==> src/rtl/mbf_pkg.sv <==
// ****************************************************************
// Shared constants, types and helpers for the frame field sequencer
// ****************************************************************
package mbf_pkg;

  // ****************************************************************
  // Field geometry
  // ****************************************************************
  localparam int CTL_W = 4;            // Control code width
  localparam int BYTE_W = 8;           // Byte-count and data width
  localparam int SH_W = BYTE_W + 1;    // Widest field: byte plus parity
  localparam int CNT_W = 9;            // Holds a remaining count of 256
  localparam int TRY_W = 6;            // Holds attempts up to the frame limit
  localparam int BIT_W = 4;            // Bit position inside one field
  localparam int DIR_BIT = 3;          // Control bit that picks the direction
  localparam int FRAME_MAX_BYTES = 32; // Data bytes allowed per frame

  localparam logic [BIT_W-1:0] CTL_LAST = 4'h4;  // Index of control parity bit
  localparam logic [BIT_W-1:0] BYTE_LAST = 4'h8; // Index of byte parity bit
  localparam logic [CNT_W-1:0] LEN_ZERO_BYTES = 9'h100; // Count 00 means 256
  localparam logic [CTL_W-1:0] CTL_PAD = 4'h0;   // Fill below a control field

  // Bus levels: wired-AND, zero is the dominant level
  localparam logic ACK_LVL = 1'b0;   // Acceptance level of an acknowledge slot
  localparam logic IDLE_LVL = 1'b1;  // Released bus level

  // ****************************************************************
  // Control codes
  // ****************************************************************
  localparam logic [CTL_W-1:0] CC_RD_STATUS = 4'h0;
  localparam logic [CTL_W-1:0] CC_RD_DATA_LOCK = 4'h3;
  localparam logic [CTL_W-1:0] CC_RD_LOCK_LO = 4'h4;
  localparam logic [CTL_W-1:0] CC_RD_LOCK_HI = 4'h5;
  localparam logic [CTL_W-1:0] CC_RD_STATUS_UNLOCK = 4'h6;
  localparam logic [CTL_W-1:0] CC_RD_DATA = 4'h7;
  localparam logic [CTL_W-1:0] CC_WR_CMD_LOCK = 4'hA;
  localparam logic [CTL_W-1:0] CC_WR_DATA_LOCK = 4'hB;
  localparam logic [CTL_W-1:0] CC_WR_CMD = 4'hE;
  localparam logic [CTL_W-1:0] CC_WR_DATA = 4'hF;

  // Decoded function of a control code
  typedef enum logic [3:0] {
    MBF_FN_UNDEF = 4'b0000,
    MBF_FN_RD_STATUS = 4'b0001,
    MBF_FN_RD_DATA_LOCK = 4'b0010,
    MBF_FN_RD_LOCK_LO = 4'b0011,
    MBF_FN_RD_LOCK_HI = 4'b0100,
    MBF_FN_RD_STATUS_UNLOCK = 4'b0101,
    MBF_FN_RD_DATA = 4'b0110,
    MBF_FN_WR_CMD_LOCK = 4'b0111,
    MBF_FN_WR_DATA_LOCK = 4'b1000,
    MBF_FN_WR_CMD = 4'b1001,
    MBF_FN_WR_DATA = 4'b1010
  } mbf_func_t;

  // Sequencer states
  typedef enum logic [2:0] {
    MBF_S_IDLE = 3'b000,
    MBF_S_CTL = 3'b001,
    MBF_S_CTL_ACK = 3'b010,
    MBF_S_LEN = 3'b011,
    MBF_S_LEN_ACK = 3'b100,
    MBF_S_DAT = 3'b101,
    MBF_S_DAT_ACK = 3'b110
  } mbf_state_t;

  // Frame context handed over by the address stage
  typedef struct packed {
    logic is_master;                            // We hold the bus
    logic broadcast;                            // Broadcast frame
    logic locked;                               // Unit is locked
    logic [CTL_W-1:0] control_code_register;    // Code to send as master
  } mbf_ctx_t;

  // ****************************************************************
  // Helpers
  // ****************************************************************
  // Even parity bit: one when the field holds an odd count of ones
  function automatic logic mbf_parity(input logic [BYTE_W-1:0] v);
    return ^v;
  endfunction : mbf_parity

  // Control code to function
  function automatic mbf_func_t mbf_decode(input logic [CTL_W-1:0] c);
    mbf_func_t f;
    f = MBF_FN_UNDEF;
    unique case (c)
      CC_RD_STATUS: f = MBF_FN_RD_STATUS;
      CC_RD_DATA_LOCK: f = MBF_FN_RD_DATA_LOCK;
      CC_RD_LOCK_LO: f = MBF_FN_RD_LOCK_LO;
      CC_RD_LOCK_HI: f = MBF_FN_RD_LOCK_HI;
      CC_RD_STATUS_UNLOCK: f = MBF_FN_RD_STATUS_UNLOCK;
      CC_RD_DATA: f = MBF_FN_RD_DATA;
      CC_WR_CMD_LOCK: f = MBF_FN_WR_CMD_LOCK;
      CC_WR_DATA_LOCK: f = MBF_FN_WR_DATA_LOCK;
      CC_WR_CMD: f = MBF_FN_WR_CMD;
      CC_WR_DATA: f = MBF_FN_WR_DATA;
      default: f = MBF_FN_UNDEF;
    endcase
    return f;
  endfunction : mbf_decode

  // Whether a slave may accept a code in its current lock state
  function automatic logic mbf_legal(input logic [CTL_W-1:0] c, input logic locked);
    logic lock_rd;
    lock_rd = (c == CC_RD_LOCK_LO) || (c == CC_RD_LOCK_HI);
    if (mbf_decode(c) == MBF_FN_UNDEF) begin
      return 1'b0;
    end else if (locked) begin
      return lock_rd || (c == CC_RD_STATUS);
    end else begin
      return !lock_rd;
    end
  endfunction : mbf_legal

  // Byte-count field to a number of bytes
  function automatic logic [CNT_W-1:0] mbf_len_bytes(input logic [BYTE_W-1:0] v);
    return (v == '0) ? LEN_ZERO_BYTES : {1'b0, v};
  endfunction : mbf_len_bytes

endpackage : mbf_pkg

==> src/rtl/mbf_pin_sync.sv <==
`timescale 1ns/1ps
`default_nettype none
// ****************************************************************
// Bus pin synchroniser: three stages, a change counts once the
// second and third stage agree
// ****************************************************************
module mbf_pin_sync #(
  parameter logic RESET_LVL = 1'b1
) (
  // Clock and reset
  input wire logic clk_sys,
  input wire logic rstn,
  // Raw pin and filtered level
  input wire logic pin_i,
  output logic lvl_o
);

  logic s1_reg; // Metastability catcher, read by s2 only
  logic s2_reg;
  logic s3_reg;
  logic lvl_reg;
  logic lvl_next;

  // Level moves only when the two settled stages agree
  always_comb begin
    lvl_next = (s2_reg == s3_reg) ? s3_reg : lvl_reg;
  end

  // Registers; bus idles released, so reset to that level
  always_ff @(posedge clk_sys) begin
    if (!rstn) begin
      s1_reg <= RESET_LVL;
      s2_reg <= RESET_LVL;
      s3_reg <= RESET_LVL;
      lvl_reg <= RESET_LVL;
    end else begin
      s1_reg <= pin_i;
      s2_reg <= s1_reg;
      s3_reg <= s2_reg;
      lvl_reg <= lvl_next;
    end
  end

  assign lvl_o = lvl_reg;

endmodule : mbf_pin_sync
`default_nettype wire

==> src/rtl/mbf_frame_fields.sv <==
`timescale 1ns/1ps
`default_nettype none
// Overview of operation
// - Slave acks control only on good parity, support
// - Individual master needs control ack, else standby
// - Broadcast master ignores control ack slot
// - Decode read codes 0,3,4,5,6,7
// - Decode write codes A,B,E,F; rest undefined
// - Control bit 3 picks field direction
// - Locked slave accepts status and lock-address reads
// - Unlocked slave rejects both lock-address reads
// - Master sends code from control_code_register
// - Byte count 01-FF literal, 00 means 256
// - Byte count driven per control bit 3
// - Slave acks good master byte count only
// - Master acks good slave byte count only
// - Data byte, parity, ack; broadcast writes only, broadcast read codes not refused
// - Slave acks data on good parity, empty buffer
// - Master resends unacked byte within frame limit
// - Master sends next byte after ack, within limit
// - Broadcast slave stops on bad or blocked byte
// - Reading master strobes sync for each data field bit
// - Reading master nacks bad/blocked byte, rereads it
// - Reading master acks good byte, reads next
// - Parity bit makes total ones even
// - Acknowledge is zero, rejection leaves one
// - At most 32 data bytes per frame
module mbf_frame_fields
  import mbf_pkg::*;
#(
  parameter int MAX_BYTES = mbf_pkg::FRAME_MAX_BYTES
) (
  // Clock and reset
  input wire logic clk_sys,
  input wire logic rstn,
  // Hand-over from the address stage
  input wire logic frame_go,
  input wire mbf_pkg::mbf_ctx_t ctx,
  // Bit timing from the slot generator
  input wire logic slot_tick,
  // Bus pin, open drain
  input wire logic bus_pin_i,
  output logic bus_pin_o,
  output logic bus_pin_oe,
  output logic sync_o,
  // Local user side
  input wire logic func_ok,
  input wire logic [mbf_pkg::BYTE_W-1:0] len_to_send,
  input wire logic [mbf_pkg::BYTE_W-1:0] tx_byte,
  output logic tx_next,
  output logic [mbf_pkg::BYTE_W-1:0] byte_buffer,
  output logic rx_full,
  input wire logic rx_pop,
  // Frame status
  output logic [mbf_pkg::CTL_W-1:0] code_o,
  output mbf_pkg::mbf_func_t func_o,
  output logic [mbf_pkg::CNT_W-1:0] remain_o,
  output logic busy,
  output logic frame_done,
  output logic frame_err
);
  import mbf_pkg::*;

  // ****************************************************************
  // State
  // ****************************************************************
  mbf_state_t state_reg, state_next;
  mbf_ctx_t ctx_reg, ctx_next;                 // Context latched per frame
  logic [BIT_W-1:0] cnt_reg, cnt_next;         // Bit within field
  logic [SH_W-1:0] sh_reg, sh_next;            // Shift register, MSB on bus
  logic [CTL_W-1:0] code_reg, code_next;       // Control code of this frame
  mbf_func_t func_reg, func_next;              // Its decoded function
  logic [CNT_W-1:0] len_reg, len_next;         // Bytes still to move
  logic [TRY_W-1:0] tries_reg, tries_next;     // Byte attempts in this frame
  logic ack_drv_reg, ack_drv_next;             // We pull the ack slot low
  logic acc_reg, acc_next;                     // We accepted the last byte
  logic [BYTE_W-1:0] buf_reg, buf_next;        // One-byte receive buffer
  logic full_reg, full_next;
  logic oe_reg, oe_next;                       // Registered pin drive
  logic sync_reg, sync_next;
  logic tx_next_reg, tx_next_next;
  logic done_reg, done_next;
  logic err_reg, err_next;

  // ****************************************************************
  // Derived terms
  // ****************************************************************
  logic bus_lvl;         // Filtered bus level
  logic master;
  logic bcast;
  logic m2s;             // Master sends byte count and data
  logic driver;          // We drive the current count or data field
  logic [SH_W-1:0] sh_in;
  logic last_bit;
  logic ack_seen;
  logic par_ok;
  logic [TRY_W-1:0] tries_inc;
  logic limit_ok;        // Another attempt still fits in the frame

  mbf_pin_sync #(
    .RESET_LVL(IDLE_LVL)
  ) u_sync (
    .clk_sys(clk_sys),
    .rstn(rstn),
    .pin_i(bus_pin_i),
    .lvl_o(bus_lvl)
  );

  assign master = ctx_reg.is_master;
  assign bcast = ctx_reg.broadcast;
  assign m2s = code_reg[DIR_BIT];
  assign driver = (master == m2s);
  assign sh_in = {sh_reg[SH_W-2:0], bus_lvl};
  assign last_bit = slot_tick &&
    (cnt_reg == ((state_reg == MBF_S_CTL) ? CTL_LAST : BYTE_LAST));
  assign ack_seen = (bus_lvl == ACK_LVL);
  assign par_ok = (state_reg == MBF_S_CTL) ? !(^sh_in[CTL_W:0]) : !(^sh_in);
  assign tries_inc = tries_reg + 1'b1;
  assign limit_ok = (tries_inc < TRY_W'(MAX_BYTES));

  // ****************************************************************
  // Sequencer: next values
  // ****************************************************************
  always_comb begin
    state_next = state_reg;
    ctx_next = ctx_reg;
    cnt_next = cnt_reg;
    sh_next = sh_reg;
    code_next = code_reg;
    func_next = func_reg;
    len_next = len_reg;
    tries_next = tries_reg;
    ack_drv_next = ack_drv_reg;
    acc_next = acc_reg;
    buf_next = buf_reg;
    full_next = full_reg && !rx_pop;
    tx_next_next = 1'b0;
    done_next = 1'b0;
    err_next = 1'b0;
    sync_next = 1'b0;
    unique case (state_reg)
      // Wait for the address stage to finish
      MBF_S_IDLE: begin
        if (frame_go) begin
          ctx_next = ctx;
          cnt_next = '0;
          tries_next = '0;
          ack_drv_next = 1'b0;
          state_next = MBF_S_CTL;
          // Master shifts out its own code, a slave listens
          sh_next = ctx.is_master ?
            {ctx.control_code_register,
             mbf_parity({CTL_PAD, ctx.control_code_register}), CTL_PAD}
            : '1;
        end
      end
      // Control code and parity
      MBF_S_CTL: begin
        if (slot_tick) begin
          sh_next = sh_in;
          cnt_next = cnt_reg + 1'b1;
        end
        if (last_bit) begin
          code_next = master ? ctx_reg.control_code_register : sh_in[CTL_W:1];
          func_next = mbf_decode(code_next);
          cnt_next = '0;
          if (master) begin
            state_next = MBF_S_CTL_ACK;
          end else if (par_ok && func_ok && mbf_legal(sh_in[CTL_W:1], ctx_reg.locked)) begin
            state_next = MBF_S_CTL_ACK;
            ack_drv_next = !bcast;
          end else begin
            state_next = MBF_S_IDLE;
            err_next = 1'b1;
          end
        end
      end
      // Acknowledge after the control field
      MBF_S_CTL_ACK: begin
        if (slot_tick) begin
          ack_drv_next = 1'b0;
          sh_next = '1;
          err_next = master && !bcast && !ack_seen;
          state_next = err_next ? MBF_S_IDLE : MBF_S_LEN;
        end
      end
      // Byte count or data: one bit per tick
      MBF_S_LEN, MBF_S_DAT: begin
        if (slot_tick) begin
          sh_next = sh_in;
          cnt_next = cnt_reg + 1'b1;
          sync_next = (state_reg == MBF_S_DAT) && master && !m2s;
        end
        if (last_bit) begin
          cnt_next = '0;
          ack_drv_next = 1'b0;
          if (state_reg == MBF_S_LEN) begin
            len_next = mbf_len_bytes(sh_in[SH_W-1:1]);
            if (driver) begin
              state_next = MBF_S_LEN_ACK;
            end else if (par_ok) begin
              state_next = MBF_S_LEN_ACK;
              ack_drv_next = !bcast;
            end else begin
              state_next = MBF_S_IDLE;
              err_next = 1'b1;
            end
          end else begin
            state_next = MBF_S_DAT_ACK;
            if (!driver) begin
              // Buffer must be empty before this byte lands
              acc_next = par_ok && !full_reg;
              ack_drv_next = acc_next && !bcast;
              if (acc_next) begin
                buf_next = sh_in[SH_W-1:1];
                full_next = 1'b1;
              end else if (bcast) begin
                state_next = MBF_S_IDLE;
                err_next = 1'b1;
              end
            end
          end
        end
      end
      // Acknowledge after the byte count
      MBF_S_LEN_ACK: begin
        if (slot_tick) begin
          ack_drv_next = 1'b0;
          sh_next = '1;
          err_next = driver && !bcast && !ack_seen;
          state_next = err_next ? MBF_S_IDLE : MBF_S_DAT;
        end
      end
      // Acknowledge after a data byte: advance, retry or finish
      MBF_S_DAT_ACK: begin
        if (slot_tick) begin
          ack_drv_next = 1'b0;
          sh_next = '1;
          tries_next = tries_inc;
          // Broadcast slots are ignored by the sender
          if (driver ? (bcast || ack_seen) : acc_reg) begin
            tx_next_next = driver;
            len_next = len_reg - 1'b1;
            if ((len_next == '0) || !limit_ok) begin
              state_next = MBF_S_IDLE;
              done_next = 1'b1;
            end else begin
              state_next = MBF_S_DAT;
            end
          end else if (limit_ok) begin
            state_next = MBF_S_DAT;
          end else begin
            state_next = MBF_S_IDLE;
            err_next = 1'b1;
          end
        end
      end
      default: state_next = MBF_S_IDLE;
    endcase
    // Driver loads its field as the field opens, reloading until the first tick
    if (driver && (cnt_next == '0) && (state_next inside {MBF_S_LEN, MBF_S_DAT})) begin
      sh_next = (state_next == MBF_S_LEN) ?
        {len_to_send, mbf_parity(len_to_send)} :
        {tx_byte, mbf_parity(tx_byte)};
    end
    // Pin pulls low for a zero bit we drive or for our acknowledge
    unique case (state_next)
      MBF_S_CTL: oe_next = ctx_next.is_master && !sh_next[SH_W-1];
      MBF_S_LEN, MBF_S_DAT: oe_next = driver && !sh_next[SH_W-1];
      MBF_S_CTL_ACK, MBF_S_LEN_ACK, MBF_S_DAT_ACK: oe_next = ack_drv_next;
      default: oe_next = 1'b0;
    endcase
  end

  // ****************************************************************
  // Sequencer: registers
  // ****************************************************************
  always_ff @(posedge clk_sys) begin
    if (!rstn) begin
      state_reg <= MBF_S_IDLE;
      ctx_reg <= '0;
      cnt_reg <= '0;
      sh_reg <= '1;
      code_reg <= '0;
      func_reg <= MBF_FN_UNDEF;
      len_reg <= '0;
      tries_reg <= '0;
      ack_drv_reg <= 1'b0;
      acc_reg <= 1'b0;
      buf_reg <= '0;
      full_reg <= 1'b0;
      oe_reg <= 1'b0;
      sync_reg <= 1'b0;
      tx_next_reg <= 1'b0;
      done_reg <= 1'b0;
      err_reg <= 1'b0;
    end else begin
      state_reg <= state_next;
      ctx_reg <= ctx_next;
      cnt_reg <= cnt_next;
      sh_reg <= sh_next;
      code_reg <= code_next;
      func_reg <= func_next;
      len_reg <= len_next;
      tries_reg <= tries_next;
      ack_drv_reg <= ack_drv_next;
      acc_reg <= acc_next;
      buf_reg <= buf_next;
      full_reg <= full_next;
      oe_reg <= oe_next;
      sync_reg <= sync_next;
      tx_next_reg <= tx_next_next;
      done_reg <= done_next;
      err_reg <= err_next;
    end
  end

  // ****************************************************************
  // Outputs
  // ****************************************************************
  assign bus_pin_o = ACK_LVL;       // Open drain: only ever pulls low
  assign bus_pin_oe = oe_reg;
  assign sync_o = sync_reg;
  assign tx_next = tx_next_reg;
  assign byte_buffer = buf_reg;
  assign rx_full = full_reg;
  assign code_o = code_reg;
  assign func_o = func_reg;
  assign remain_o = len_reg;
  assign busy = (state_reg != MBF_S_IDLE);
  assign frame_done = done_reg;
  assign frame_err = err_reg;

endmodule : mbf_frame_fields
`default_nettype wire

==> config.mk <==
export PLATFORM = sky130hd
export DESIGN_NAME = mbf_frame_fields
export DESIGN_NICKNAME = d
export VERILOG_FILES = /design/src/rtl/mbf_pkg.sv /design/src/rtl/mbf_pin_sync.sv /design/src/rtl/mbf_frame_fields.sv
export SDC_FILE = /design/constraint.sdc
export NUM_CORES = 1
export LEC_CHECK = 0
export ABC_AREA = 1
export BUFFER_PORTS_ARGS = -buffer_cell sky130_fd_sc_hd__buf_4
export CAP_MARGIN = 5
export CELL_PAD_IN_SITES_DETAIL_PLACEMENT = 1
export CELL_PAD_IN_SITES_GLOBAL_PLACEMENT = 2
export CORE_AREA = 10 10 128 130
export CTS_BUF_LIST = sky130_fd_sc_hd__clkbuf_8
export DETAILED_ROUTE_END_ITERATION = 10
export DIE_AREA = 0 0 138 140
export PLACE_DENSITY = 0.91
export SYNTH_ARGS = -nofsm -noshare
export SYNTH_HDL_FRONTEND = slang
export SYNTH_HIERARCHICAL = 1
export SYNTH_SLANG_ARGS = --single-unit
==> constraint.sdc <==
create_clock -name clk_sys -period 3.7 [get_ports clk_sys]
set_clock_uncertainty 0.2 [all_clocks]
set_input_delay 0 -clock clk_sys [delete_from_list [all_inputs] [get_ports clk_sys]]
set_output_delay 0 -clock clk_sys [all_outputs]
set_load 0.01 [all_outputs]
; Yosys cells after proc, flatten, opt, wreduce, memory -nomap -nowiden
; Memories as Yosys holds them, arrays and structs flattened. A register that Yosys moved wholly into a read port is not among the register bits.
; Cells that the tools add are included.
[totals]
rom_bits = 128
reg_bits = 62
n_memories = 2
ram_bits = 0
latchBits = 0
input_bits = 30
output_inout_bits = 33
elab_cells = 208
[memory_table]
columns = memory, words, width, rd, rd_ports_with_merged_regs, write_ports, line
row1 = (no name shown), 16, 4, 1, 1, 0, mbf_pkg.sv:87  ; unique case (c)
row2 = (no name shown), 16, 4, 1, 1, 0, mbf_pkg.sv:87
[classes]
shift = 0
div_mod_pow = 0
n_bitwise = 3
order_cmp = 1
n_mux = 90
reduce_logical = 60
n_eq_ne = 25
n_addsub = 3
n_mul = 0
[op_table]
columns = operator, n
row1 = $mux 9, 11
row2 = $mux 3, 16
row3 = $mux 4, 10
row4 = $mux 1, 38
row5 = $pmux 9 s3, 1
row6 = $reduce_xor 8->1, 3
row7 = $eq 3x3->1 const B, 6
row8 = $pmux 3 s6, 1
row9 = $pmux 9 s2, 1
row10 = $logic_and 1x1->1, 16
row11 = $mux 7, 2
row12 = $eq 3x2->1 const B, 4
row13 = $logic_not 4->1, 3
row14 = $mux 6, 2
row15 = $pmux 6 s2, 1
row16 = $reduce_and 4->1, 3
row17 = $logic_not 1->1, 10
row18 = $ne 2x2->1 const B, 5
row19 = $reduce_and 5->1, 2
row20 = $logic_not 9->1, 1
row21 = $reduce_or 3->1, 3
row22 = $reduce_xor 9->1, 1
row23 = $sub 9x1->9 const B, 1
row24 = $eq 4x3->1 const B, 2
row25 = other kinds (24), 39

; Longest topological paths before layout
; Gate-level depths: netlist of the first run.
[logic_depth]
ltp_word = 23
ltp_mapped = 26

; Modules after synthesis
; The synthesis of the first run kept the hierarchy.
[modules_own_cells]
columns = mod, seq_area_each_um2, cells_per_inst, n_inst, area_each_um2
row1 = mbf_frame_fields, 1321.3, 625, 1, 4375.4
row2 = mbf_pin_sync, 80.1, 17, 1, 133.9

; Worst setup path after synthesis of the first run
; OpenSTA, ideal clock, no wires.
[synth_path]
path_type = register to register
start = reg len_reg[0], in the netlist remain_o[0]
end = reg with a tool-made name
required_time_ns = 3.442
slack_ns = 0.812
path_buffers = 1
arrival_ns = 2.630
path_stages_with_launch = 25
cell_sequence = dfxtp_1 -> inv_1 -> ha_1 -> nand3_1 -> inv_1 -> nand2_1 -> nand3_1 -> nor2_1 -> nand3_1 -> nand2_1 -> nand2_1 -> nand3_1 -> nand3_2 -> nand2_4 -> clkinv_4 -> buf_12 -> nand3_2 -> nand4_2 -> inv_1 -> ha_1 -> inv_1 -> nand2_1 -> nand2_1 -> nand2_1 -> nand2_1
[synth_rtl]
columns = element, line
row1 = start: declaration, mbf_frame_fields.sv:73  ; logic [CNT_W-1:0] len_reg, len_next;
row2 = start signal: assignment, mbf_frame_fields.sv:304  ; len_reg <= len_next;

==> results of run 1 <==
-- metrics by stage --
step                setup TNS, ps    util  std cells  total power, W  setup slack [ps]
CTS                             0  0.4082        915        0.001971             11.73
detailed placement              0  0.3706        868        0.001336             292.4
floorplan                       0       -        642        0.001185             812.4
finish                          0  0.4144        924        0.001977             349.5
global route               -10.93  0.4144        924        0.002095            -10.93
global placement                0  0.3706        868        0.001318             546.7
-- kinds of logic after synthesis --
| logic type | count (synthesis) | share of synthesized area |
|---|---|---|
| AOI/OAI and AO/OA | 128 | 0.1651 |
| xor gates and xnor gates | 30 | 0.05994 |
| adders and majority gates | 13 | 0.03607 |
| buffers and inverters | 109 | 0.1046 |
| DFF | 70 | 0.3108 |
| other | 1 | 0.0008316 |
| and+or+nand+nor | 291 | 0.3227 |
-- worst min-delay path: stages --
cell,delay (ps)
buf_4,100
nand3b_1,110
nand3_2,90
nand4_2,110
nand3_1,90
nand2_1,70
-- Yosys cell counts, types with 2 or more instances --
master,number
nand2_1,139
inv_1,74
dfxtp_1,70
a21oi_1,46
o21ai_0,46
nand3_1,41
nor2_1,40
xnor2_1,20
ha_1,13
nand2_2,12
inv_2,10
nand4_1,10
xor2_1,9
clkbuf_1,8
nand2_4,8
nand3_2,8
a211oi_1,7
nand3b_1,7
o211ai_1,7
nor2_2,6
buf_4,5
inv_4,4
nor3_1,4
or2_2,4
a21oi_2,3
buf_2,3
nor2_4,3
o2111ai_1,3
o21ai_1,3
nand3_4,2
nor4_1,2
o21bai_1,2
o31ai_1,2
-- layer usage --
layer / routed length (microns) / share of wire / up-vias / track usage
met3: 684 / 0.044 / 9 / 0.04598
met5: 0 / 0 / - / 0
li1: - / - / 2294 / -
met1: 7026 / 0.45 / 2241 / 0.1908
met2: 7797 / 0.50 / 82 / 0.2708
met4: 143 / 0.0091 / 0 / 0.03607
-- repair_timing --
action	4_1_cts	5_1_grt
hold endpoints to repair	49	1
setup endpoints to repair	0	13
resized for setup	0	6
hold buffers	34	1
buffers inserted	0	9
-- worst paths after layout --
| path | slack, ps | endpoint | depth (start not counted) |
|---|---|---|---|
| worst max-delay path | 350 | flop | 24 |
| worst min-delay path | 30 | flop | 6 |
| worst max register to register | 350 | flop | 24 |
| worst min register to register | 220 | u_sync/s2_reg$_SDFF_PN1_ | 2 |
-- area by class of cell --
| cell class | count | area share |
|---|---|---|
| Tap cell | 180 | 0.03946 |
| Timing Repair Buffer | 108 | 0.1569 |
| Clock inverter | 3 | 0.006795 |
| Sequential cell | 70 | 0.2457 |
| Multi-Input combinational cell | 463 | 0.4649 |
| Inverter | 90 | 0.06203 |
| Clock buffer | 10 | 0.02411 |
-- cells in the final DEF (no fill, tap or decap), types with 2 or more instances in the layout --
cell type and n:
buf_4 74, nand4_1 10, nor4_1 2, clkbuf_8 10
nand2_1 139, dlygate4sd3_1 34, inv_4 4, a21oi_2 3
nand3b_1 7, a21oi_1 46, nor2_4 3, o21ai_0 46
nor2_2 6, nand2_4 9, o21bai_1 2, o2111ai_1 3
nand2_2 11, o211ai_1 7, a211oi_1 7, ha_1 13
inv_2 12, nand3_2 8, inv_1 73, xnor2_1 20
xor2_1 9, or2_2 4, nand3_1 40, o31ai_1 2
nand3_4 3, nor2_1 40, clkinv_2 2, o21ai_1 3
dfxtp_1 69, nor3_1 4
-- power groups by stage --
stage	Combinational (W)	Clock, W	Sequential (W)
after floorplan	0.000356	0	0.000829
after global placement	0.000471	0	0.000847
after detailed placement	0.000487	0	0.000848
after CTS	0.000516	0.000624	0.000831
after global routing	0.000600	0.000659	0.000836
final	0.000543	0.000602	0.000832
==> flow_summary.toml, run 1 <==
[synthesis]
synth_edf_count = 0
ys_top_cells_by_area = "dfxtp_1 31%, nand2_1 12%, inv_1 6.2%"
syn_nets = 685
synth_ff_type = "dfxtp_1"
ys_ff_latch = 70
synth.top_cell.area_share = 0.3108
syn_avg_cell_area_sq_um = 7.024
synth-warning-count = 6
ys_types = 54
yosys.area.top_type = "dfxtp_1"
synth_seq_area_share = 0.3108
synth_cells = 642
syn_area_sq_um = 4509
ys_async_sr_fraction = 0

[clocking]
clkTransAtPathRegs_ps = 70
clockRootBuffer = "clkbuf_8"
numClockSinks = 70
h-tree-depth = 3
cts-buffers-inserted = 9
insertion_delay_ps = 370
tritoncts = "done"
clockBufferDepth = 2

[global_routing]
grt_pass1_wl_mm = 25.41
groute.usage.overall = 0.1583
grt_pass1_vias = 4836
grt_max_degree = 39
antenna_found_initial = 0
grt_overflow_total = 0

[place]
gp_congestion = 0.8844
dpl_cell_area_sq_um = 5105
port_buffers = 61
dp_hpwl_mm = 11.61

[cells_and_area]
register_area_sq_um = 1403
nNetsFinal = 785
layout-drive-gt1-share = 0.2110
diodes = 0
syn2layout_area_growth_pct = 26.58
multi_input_area_sq_um = 2654
fill_cells = 1800
postLayoutCellArea_sq_um = 5708

[sta]
finalHoldViolCount = 0
setup_viol = 0
slew_headroom = 0.5995
fin_crit_sh = 0.9055
clock.fmax_mhz = 298.5
finalMaxSlewViolations = 0
hold_ws_ps = 34.35
finalCriticalPeriod_ps = 3350
tightest_slew_ps = 599.9

[setup_path]
critPathKind = "reg2reg"
cpPeakStageDelay_ps = 420
crit_slowest_cell = "dfxtp_1"
path_cells = "nor2_1, inv_1, nor2_1, nand2_1, nand2_2, inv_2, nand2_1, nand2_1, nor2_2, nand2_2, nor2_4, nand2_4, buf_4, nand2_4, inv_2, nand2_1, nand4_2, inv_1, ha_1, inv_1, nand2_1, nand2_1, nand2_1, nand2_1"
endpoint_kind = "flop"
cp.required_ps = 3820
regToRegStartpoint = "state_reg[1]$_SDFF_PN0_"
cp.buffers_inverters = 6
cp.arrival_ps = 3470
crit_fanout = 9
path_delay_family = "simple AND/OR/NAND/NOR gates"
cp_common_cell = "nand2_1"
crit_path_start_kind = "flop"
cp-startpoint = "state_reg[1]$_SDFF_PN0_"

[floorplan]
die_area_sq_um = 19320
std_cell_rows = 43
die_w_microns = 138
initial_core_util = 0.3274
ios = 63
core_sq_um = 13770
die_height_microns = 140

[detailed_routing]
ant_nets = 0
via_per_inst = 5.006
drc = 0
wl_mm = 15.65
vias = 4626
avgRoutedWirePerCell_microns = 16.94
drt_pass1_iterations = 4
drt_iter0_markers = 214

[power_and_ir_drop]
combPwrFrac = 0.275
p_int_w = 0.001318
irDropWorstVdd_uv = 214.6
power_density_nw_per_um2 = 346.4
power_leakage_nw = 2.565
p_seq_frac = 0.421
power_frac_clock = 0.305
swShare = 0.3333
p_sw_w = 0.0006590

[outcome]
status = "finished clean"

[hold_path]
hp-start = "len_to_send[0]"
hold_class = "in2reg"

[job]
cap_viol_max_count = 0
No activity file was read; power rests on OpenSTA's default activity.
==> run 2, diff against run 1 <==
Settings changed: RECOVER_POWER from default to 25.
==> flow_summary.toml, run 2 (synthesis results as in run 1) <==
[outcome]
status = "finished clean"

[cells_and_area]
layout_common_cells = "140 x nand2_1, 73 x inv_1, 69 x dfxtp_1"
fin_util = 0.4082
nNetsFinal = 785
syn2layout_area_growth_pct = 24.69
diodes = 0
layout-drive-gt1-share = 0.1801
postLayoutCellArea_sq_um = 5623
final_common_cell = "nand2_1"

[sta]
setup_viol = 0
tns_ps = 0
fin_crit_sh = 0.9031
hold_ws_ps = 42.18
finalMaxSlewViolations = 0
finalHoldViolCount = 0
tightest_slew_ps = 619.1
finalCriticalPeriod_ps = 3342
clock.fmax_mhz = 299.3
slew_headroom = 0.5866

[global_routing]
antenna_found_initial = 0
globalRouteMet1Util = 0.1908
grt_pass1_wl_mm = 25.41
grt_use_met3 = 0.04598
grt_use_met2 = 0.2708
gr-max-usage-layer = "met2"
grt_overflow_total = 0
grt_pass1_vias = 4836
grt_max_degree = 39
groute.usage.overall = 0.1583

[clocking]
clockRootBuffer = "clkbuf_8"
clkTransAtPathRegs_ps = 70
clockBufferDepth = 2
cts-buffers-inserted = 9
numClockSinks = 70
h-tree-depth = 3
tritoncts = "done"
insertion_delay_ps = 370

[floorplan]
die_w_microns = 138
die_height_microns = 140
initial_core_util = 0.3274
std_cell_rows = 43
die_area_sq_um = 19320
ios = 63
core_sq_um = 13770

[setup_path]
cp.required_ps = 3760
crit_fanout = 6
crit_path_start_kind = "flop"
reg2reg_slack_ps = 360
regToRegStartpoint = "remain_o[0]$_SDFFE_PN0P_"
endpoint_kind = "flop"
cp.arrival_ps = 3400
critPathKind = "reg2reg"
cp-startpoint = "remain_o[0]$_SDFFE_PN0P_"
rr_worst_depth = 26

[detailed_routing]
drt_iter0_markers = 231
vias = 4625
avgRoutedWirePerCell_microns = 16.86
via_per_inst = 5.005
drc = 0
ant_nets = 0
wl_mm = 15.58
drt_pass1_iterations = 4

[power_and_ir_drop]
power_density_nw_per_um2 = 350.4
irDropWorstVdd_uv = 211.7
power_w = 0.001970
power_leakage_nw = 2.471

[place]
port_buffers = 61
dpl_cell_area_sq_um = 5105
dp_hpwl_mm = 11.61
gp_congestion = 0.8844

[job]
cap_viol_max_count = 0

[hold_path]
hold_class = "in2reg"
-- run 2: cell types whose count changed in the layout (fill, tap and decap cells not counted), sizes merged --
cell    delta
buf       -22
clkbuf    +22
-- run 2: critical path, cell delays in order (launching register included) --
cell,delay [ps]
dfxtp_2,340
inv_2,100
ha_1,190
nand3_1,170
inv_2,110
nand2_1,50
nand2_1,60
nand2_1,70
nor2_1,100
nand3_1,110
nand2_1,80
nand2_1,80
nand3_2,120
nand3_2,120
nand2_4,150
buf_4,140
nand2_4,60
inv_2,100
nand2_1,90
nand4_2,160
inv_1,90
ha_1,280
inv_1,40
nand2_1,60
nand2_1,60
nand2_1,50
nand2_1,50
-- run 2: layer usage --
layer / routed length (microns) / vias to the layer above
li1: - / 2293
met1: 6989 / 2242
met2: 7808 / 84
met3: 659 / 6
met4: 119 / 0
met5: 0 / -
-- run 2: worst min path at each step --
stage                         startpoint  cells after the start                        to
after floorplan                     rstn                      1  u_sync/s1_reg$_SDFF_PN1_
after global placement         bus_pin_i                      3  u_sync/s1_reg$_SDFF_PN1_
after detailed placement       bus_pin_i                      3  u_sync/s1_reg$_SDFF_PN1_
after CTS                 len_to_send[1]                      7                      flop
after global routing      len_to_send[0]                      6                      flop
final                     len_to_send[0]                      6                      flop
-- run 2: area by class of cell --
cell class | count | area, sq um
clock buffer | 10 | 137.6
clock inverter | 3 | 38.79
fill | 1807 | 8150
inverter | 90 | 354.1
multi-input combinational | 463 | 2651
sequential | 70 | 1403
tap | 180 | 225.2
timing repair buffer | 108 | 813.3
-- run 2: what timing repair did --
item / 4_1_cts / 5_1_grt
setup endpoints to repair: 0 / 13
gates resized for setup: 0 / 6
hold endpoints to repair: 49 / 1
setup buffers: 0 / 9
hold buffers: 34 / 1
-- run 2: through the flow --
step                      setup slack (ps)  cells
after CTS                            11.73    915
final                                358.4    924
after detailed placement             292.4    868
after global placement               546.7    868
after floorplan                      812.4    642
after global routing                -10.95    924
-- run 2: power breakdown --
| part | switching, W | internal [W] | total [W] |
|---|---|---|---|
| sequential | 0.0000408 | 0.000790 | 0.000831 |
| combinational | 0.000328 | 0.000211 | 0.000539 |
| clock | 0.000285 | 0.000315 | 0.000600 |
| total | 0.000654 | 0.00132 | 0.00197 |
==> run 3, diff against run 2 <==
Settings changed: ABC_AREA 1 to default, CORE_AREA 10 10 128 130 to 10 10 123 125, DIE_AREA 0 0 138 140 to 0 0 133 135, PLACE_DENSITY 0.91 to 0.92.
==> flow_summary.toml, run 3 <==
[synthesis]
ys_async_sr_fraction = 0
synth_ff_type = "dfxtp_1"
synth_edf_count = 0
synthSimpleGateAreaFrac = 0.2390
ys_ff_latch = 70
synth_most_common_cell = "dfxtp_1"
synth.top_cell.area_share = 0.3194
syn_avg_cell_area_sq_um = 7.921
synth_top_family_by_area = "simple AND/OR/NAND/NOR gates"
synth_compound_area_frac = 0.1902
synth_cells = 554
synth_seq_area_share = 0.3194
muxShareOfSynthArea = 0.08298
synth_common_cells = "70 x dfxtp_1, 67 x nor2_1, 62 x nand2_1"
syn_nets = 597
synth-xor-area-share = 0.07642
synth-warning-count = 6
yosys.area.top_type = "dfxtp_1"
synthAdderAreaFrac = 0.03707
syn_area_sq_um = 4388
ys_top_cells_by_area = "dfxtp_1 32%, mux2i_1 6.8%, nor2_1 5.7%"
ys_types = 66

[detailed_routing]
vias = 4531
drt_pass1_iterations = 4
via_per_inst = 5.394
wl_mm = 16.11
drt_iter0_markers = 298
ant_nets = 0
avgRoutedWirePerCell_microns = 19.17
drc = 0

[global_routing]
antenna_found_initial = 0
grt_max_degree = 25
grt_overflow_total = 0
grt_pass1_wl_mm = 25.90
groute.usage.overall = 0.1770
grt_pass1_vias = 4918

[sta]
tightest_slew_ps = 1102
tns_ps = 0
finalCriticalPeriod_ps = 3568
fin_crit_sh = 0.9644
clock.fmax_mhz = 280.2
hold_ws_ps = 107.6
setup_viol = 0
slew_headroom = 0.2603
finalMaxSlewViolations = 0
finalHoldViolCount = 0

[power_and_ir_drop]
power_leakage_nw = 2.252
p_sw_w = 0.0006178
swShare = 0.3226
irDropWorstVdd_uv = 158.7
p_int_w = 0.001297
p_seq_frac = 0.422
power_w = 0.001915
power_density_nw_per_um2 = 332.8
combPwrFrac = 0.231
power_frac_clock = 0.347

[hold_path]
hold_class = "in2reg"

[setup_path]
cpPeakStageDelay_ps = 570
path_cells = "inv_1, ha_4, nor3b_4, a21boi_2, a2111oi_4, a221o_1, nor3b_4, a211oi_4, buf_6, nand2_1, o21ai_0, nand2_1, dlygate4sd3_1"
crit_path_start_kind = "flop"
endpoint_kind = "flop"
cp.required_ps = 3770
crit_fanout = 13
cp.arrival_ps = 3640
crit_slowest_cell = "dlygate4sd3_1"
critPathKind = "reg2reg"

[clocking]
clockRootBuffer = "clkbuf_8"
tritoncts = "done"
h-tree-depth = 3
insertion_delay_ps = 380
numClockSinks = 70
clockBufferDepth = 2
cts-buffers-inserted = 9
clkTransAtPathRegs_ps = 90

[cells_and_area]
fill_cells = 1522
diodes = 0
register_area_sq_um = 1405
final_common_cell = "buf_4"
syn2layout_area_growth_pct = 31.14
layout_common_cells = "79 x buf_4, 67 x dfxtp_1, 66 x nor2_1"
nNetsFinal = 706
layout-drive-gt1-share = 0.2066
multi_input_area_sq_um = 2870
fin_util = 0.4578

[outcome]
status = "finished clean"

[floorplan]
std_cell_rows = 41
die_w_microns = 133
core_sq_um = 12570
ios = 63
die_height_microns = 135
die_area_sq_um = 17960
initial_core_util = 0.3491

[place]
dp_hpwl_mm = 12.00
port_buffers = 61
gp_congestion = 0.9630

[job]
cap_viol_max_count = 0
==> run 3: cell types whose count changed in the layout (fill, tap and decap cells not counted), sizes merged, moves of 21 or more <==
cell | before | now
nand3 | 51 | 13
nand2 | 159 | 62
buf | 52 | 81
o21ai | 50 | 29
mux2i | 0 | 30
inv | 89 | 23
==> run 3: cell families (layout without fill, tap and decap cells) <==
kind of cell | after synthesis | in the layout
AOI/OAI and AO/OA | 131 | 131
adders and majority gates | 13 | 13
xor gates and xnor gates | 35 | 35
and+or+nand+nor | 215 | 215
DFF | 70 | 70
muxes | 35 | 35
other | 1 | 1
buffers and inverters | 54 | 168
==> run 3: layout make-up <==
cell class              count  share of cell area
well taps                 172             0.03740
repair buffers            130              0.1698
multi-input cells         430              0.4988
inverters                  22             0.01435
clock buffers               9             0.02153
flip-flops and latches     70              0.2442
clock inverters             7             0.01392
==> run 3: layer usage <==
layer  wire (microns)  GRT usage  vias to the layer above
li1                 -          -                     2162
met1             6668     0.2032                     2215
met2             8373     0.3168                      133
met3              764    0.03524                       21
met4              298    0.06601                        0
met5                0          0                        -
==> run 3: critical path: cells and delay by family, from the launching register on <==
kind            cells  cell delay [ps]
compound gates      5             1250
buf+inv             3              910
flops               1              420
simple gates        4              480
fa+ha+maj           1              190
==> run 3: worst paths after layout <==
check	start	endpoint	slack, ps	cells after the start
hold reg to reg	u_sync/s1_reg$_SDFF_PN1_	u_sync/s2_reg$_SDFF_PN1_	230	1
setup / recovery	remain_o[1]$_SDFFE_PN0P_	sh_reg[7]$_SDFFE_PN1N_	130	13
setup reg to reg	remain_o[1]$_SDFFE_PN0P_	sh_reg[7]$_SDFFE_PN1N_	130	13
hold / removal	tx_byte[0]	sh_reg[1]$_SDFFE_PN1N_	110	6
==> run 3: stage by stage <==
stage	instances	cell area, sq um	setup slack (ps)
6_report	840	5754	131.6
5_1_grt	840	5754	-31.54
4_1_cts	837	5692	35.50
3_5_place_dp	794	5211	-72.81
3_3_place_gp	794	5211	139.8
2_1_floorplan	554	4388	188.0
==> run 3: what timing repair did <==
item                                    4_1_cts  5_1_grt
endpoints found under the setup margin        4        7
pin swaps                                     0        4
hold endpoints to repair                     34        0
resized for setup                             3       28
setup buffers                                 0        3
hold buffers                                 27        0
==> run 3: power groups by stage <==
stage | registers, W | clock network [W] | logic, W
2_1_floorplan | 0.000809 | 0 | 0.000256
3_3_place_gp | 0.000824 | 0 | 0.000372
3_5_place_dp | 0.000825 | 0 | 0.000384
4_1_cts | 0.000807 | 0.000677 | 0.000408
5_1_grt | 0.000812 | 0.000712 | 0.000480
6_report | 0.000808 | 0.000665 | 0.000441
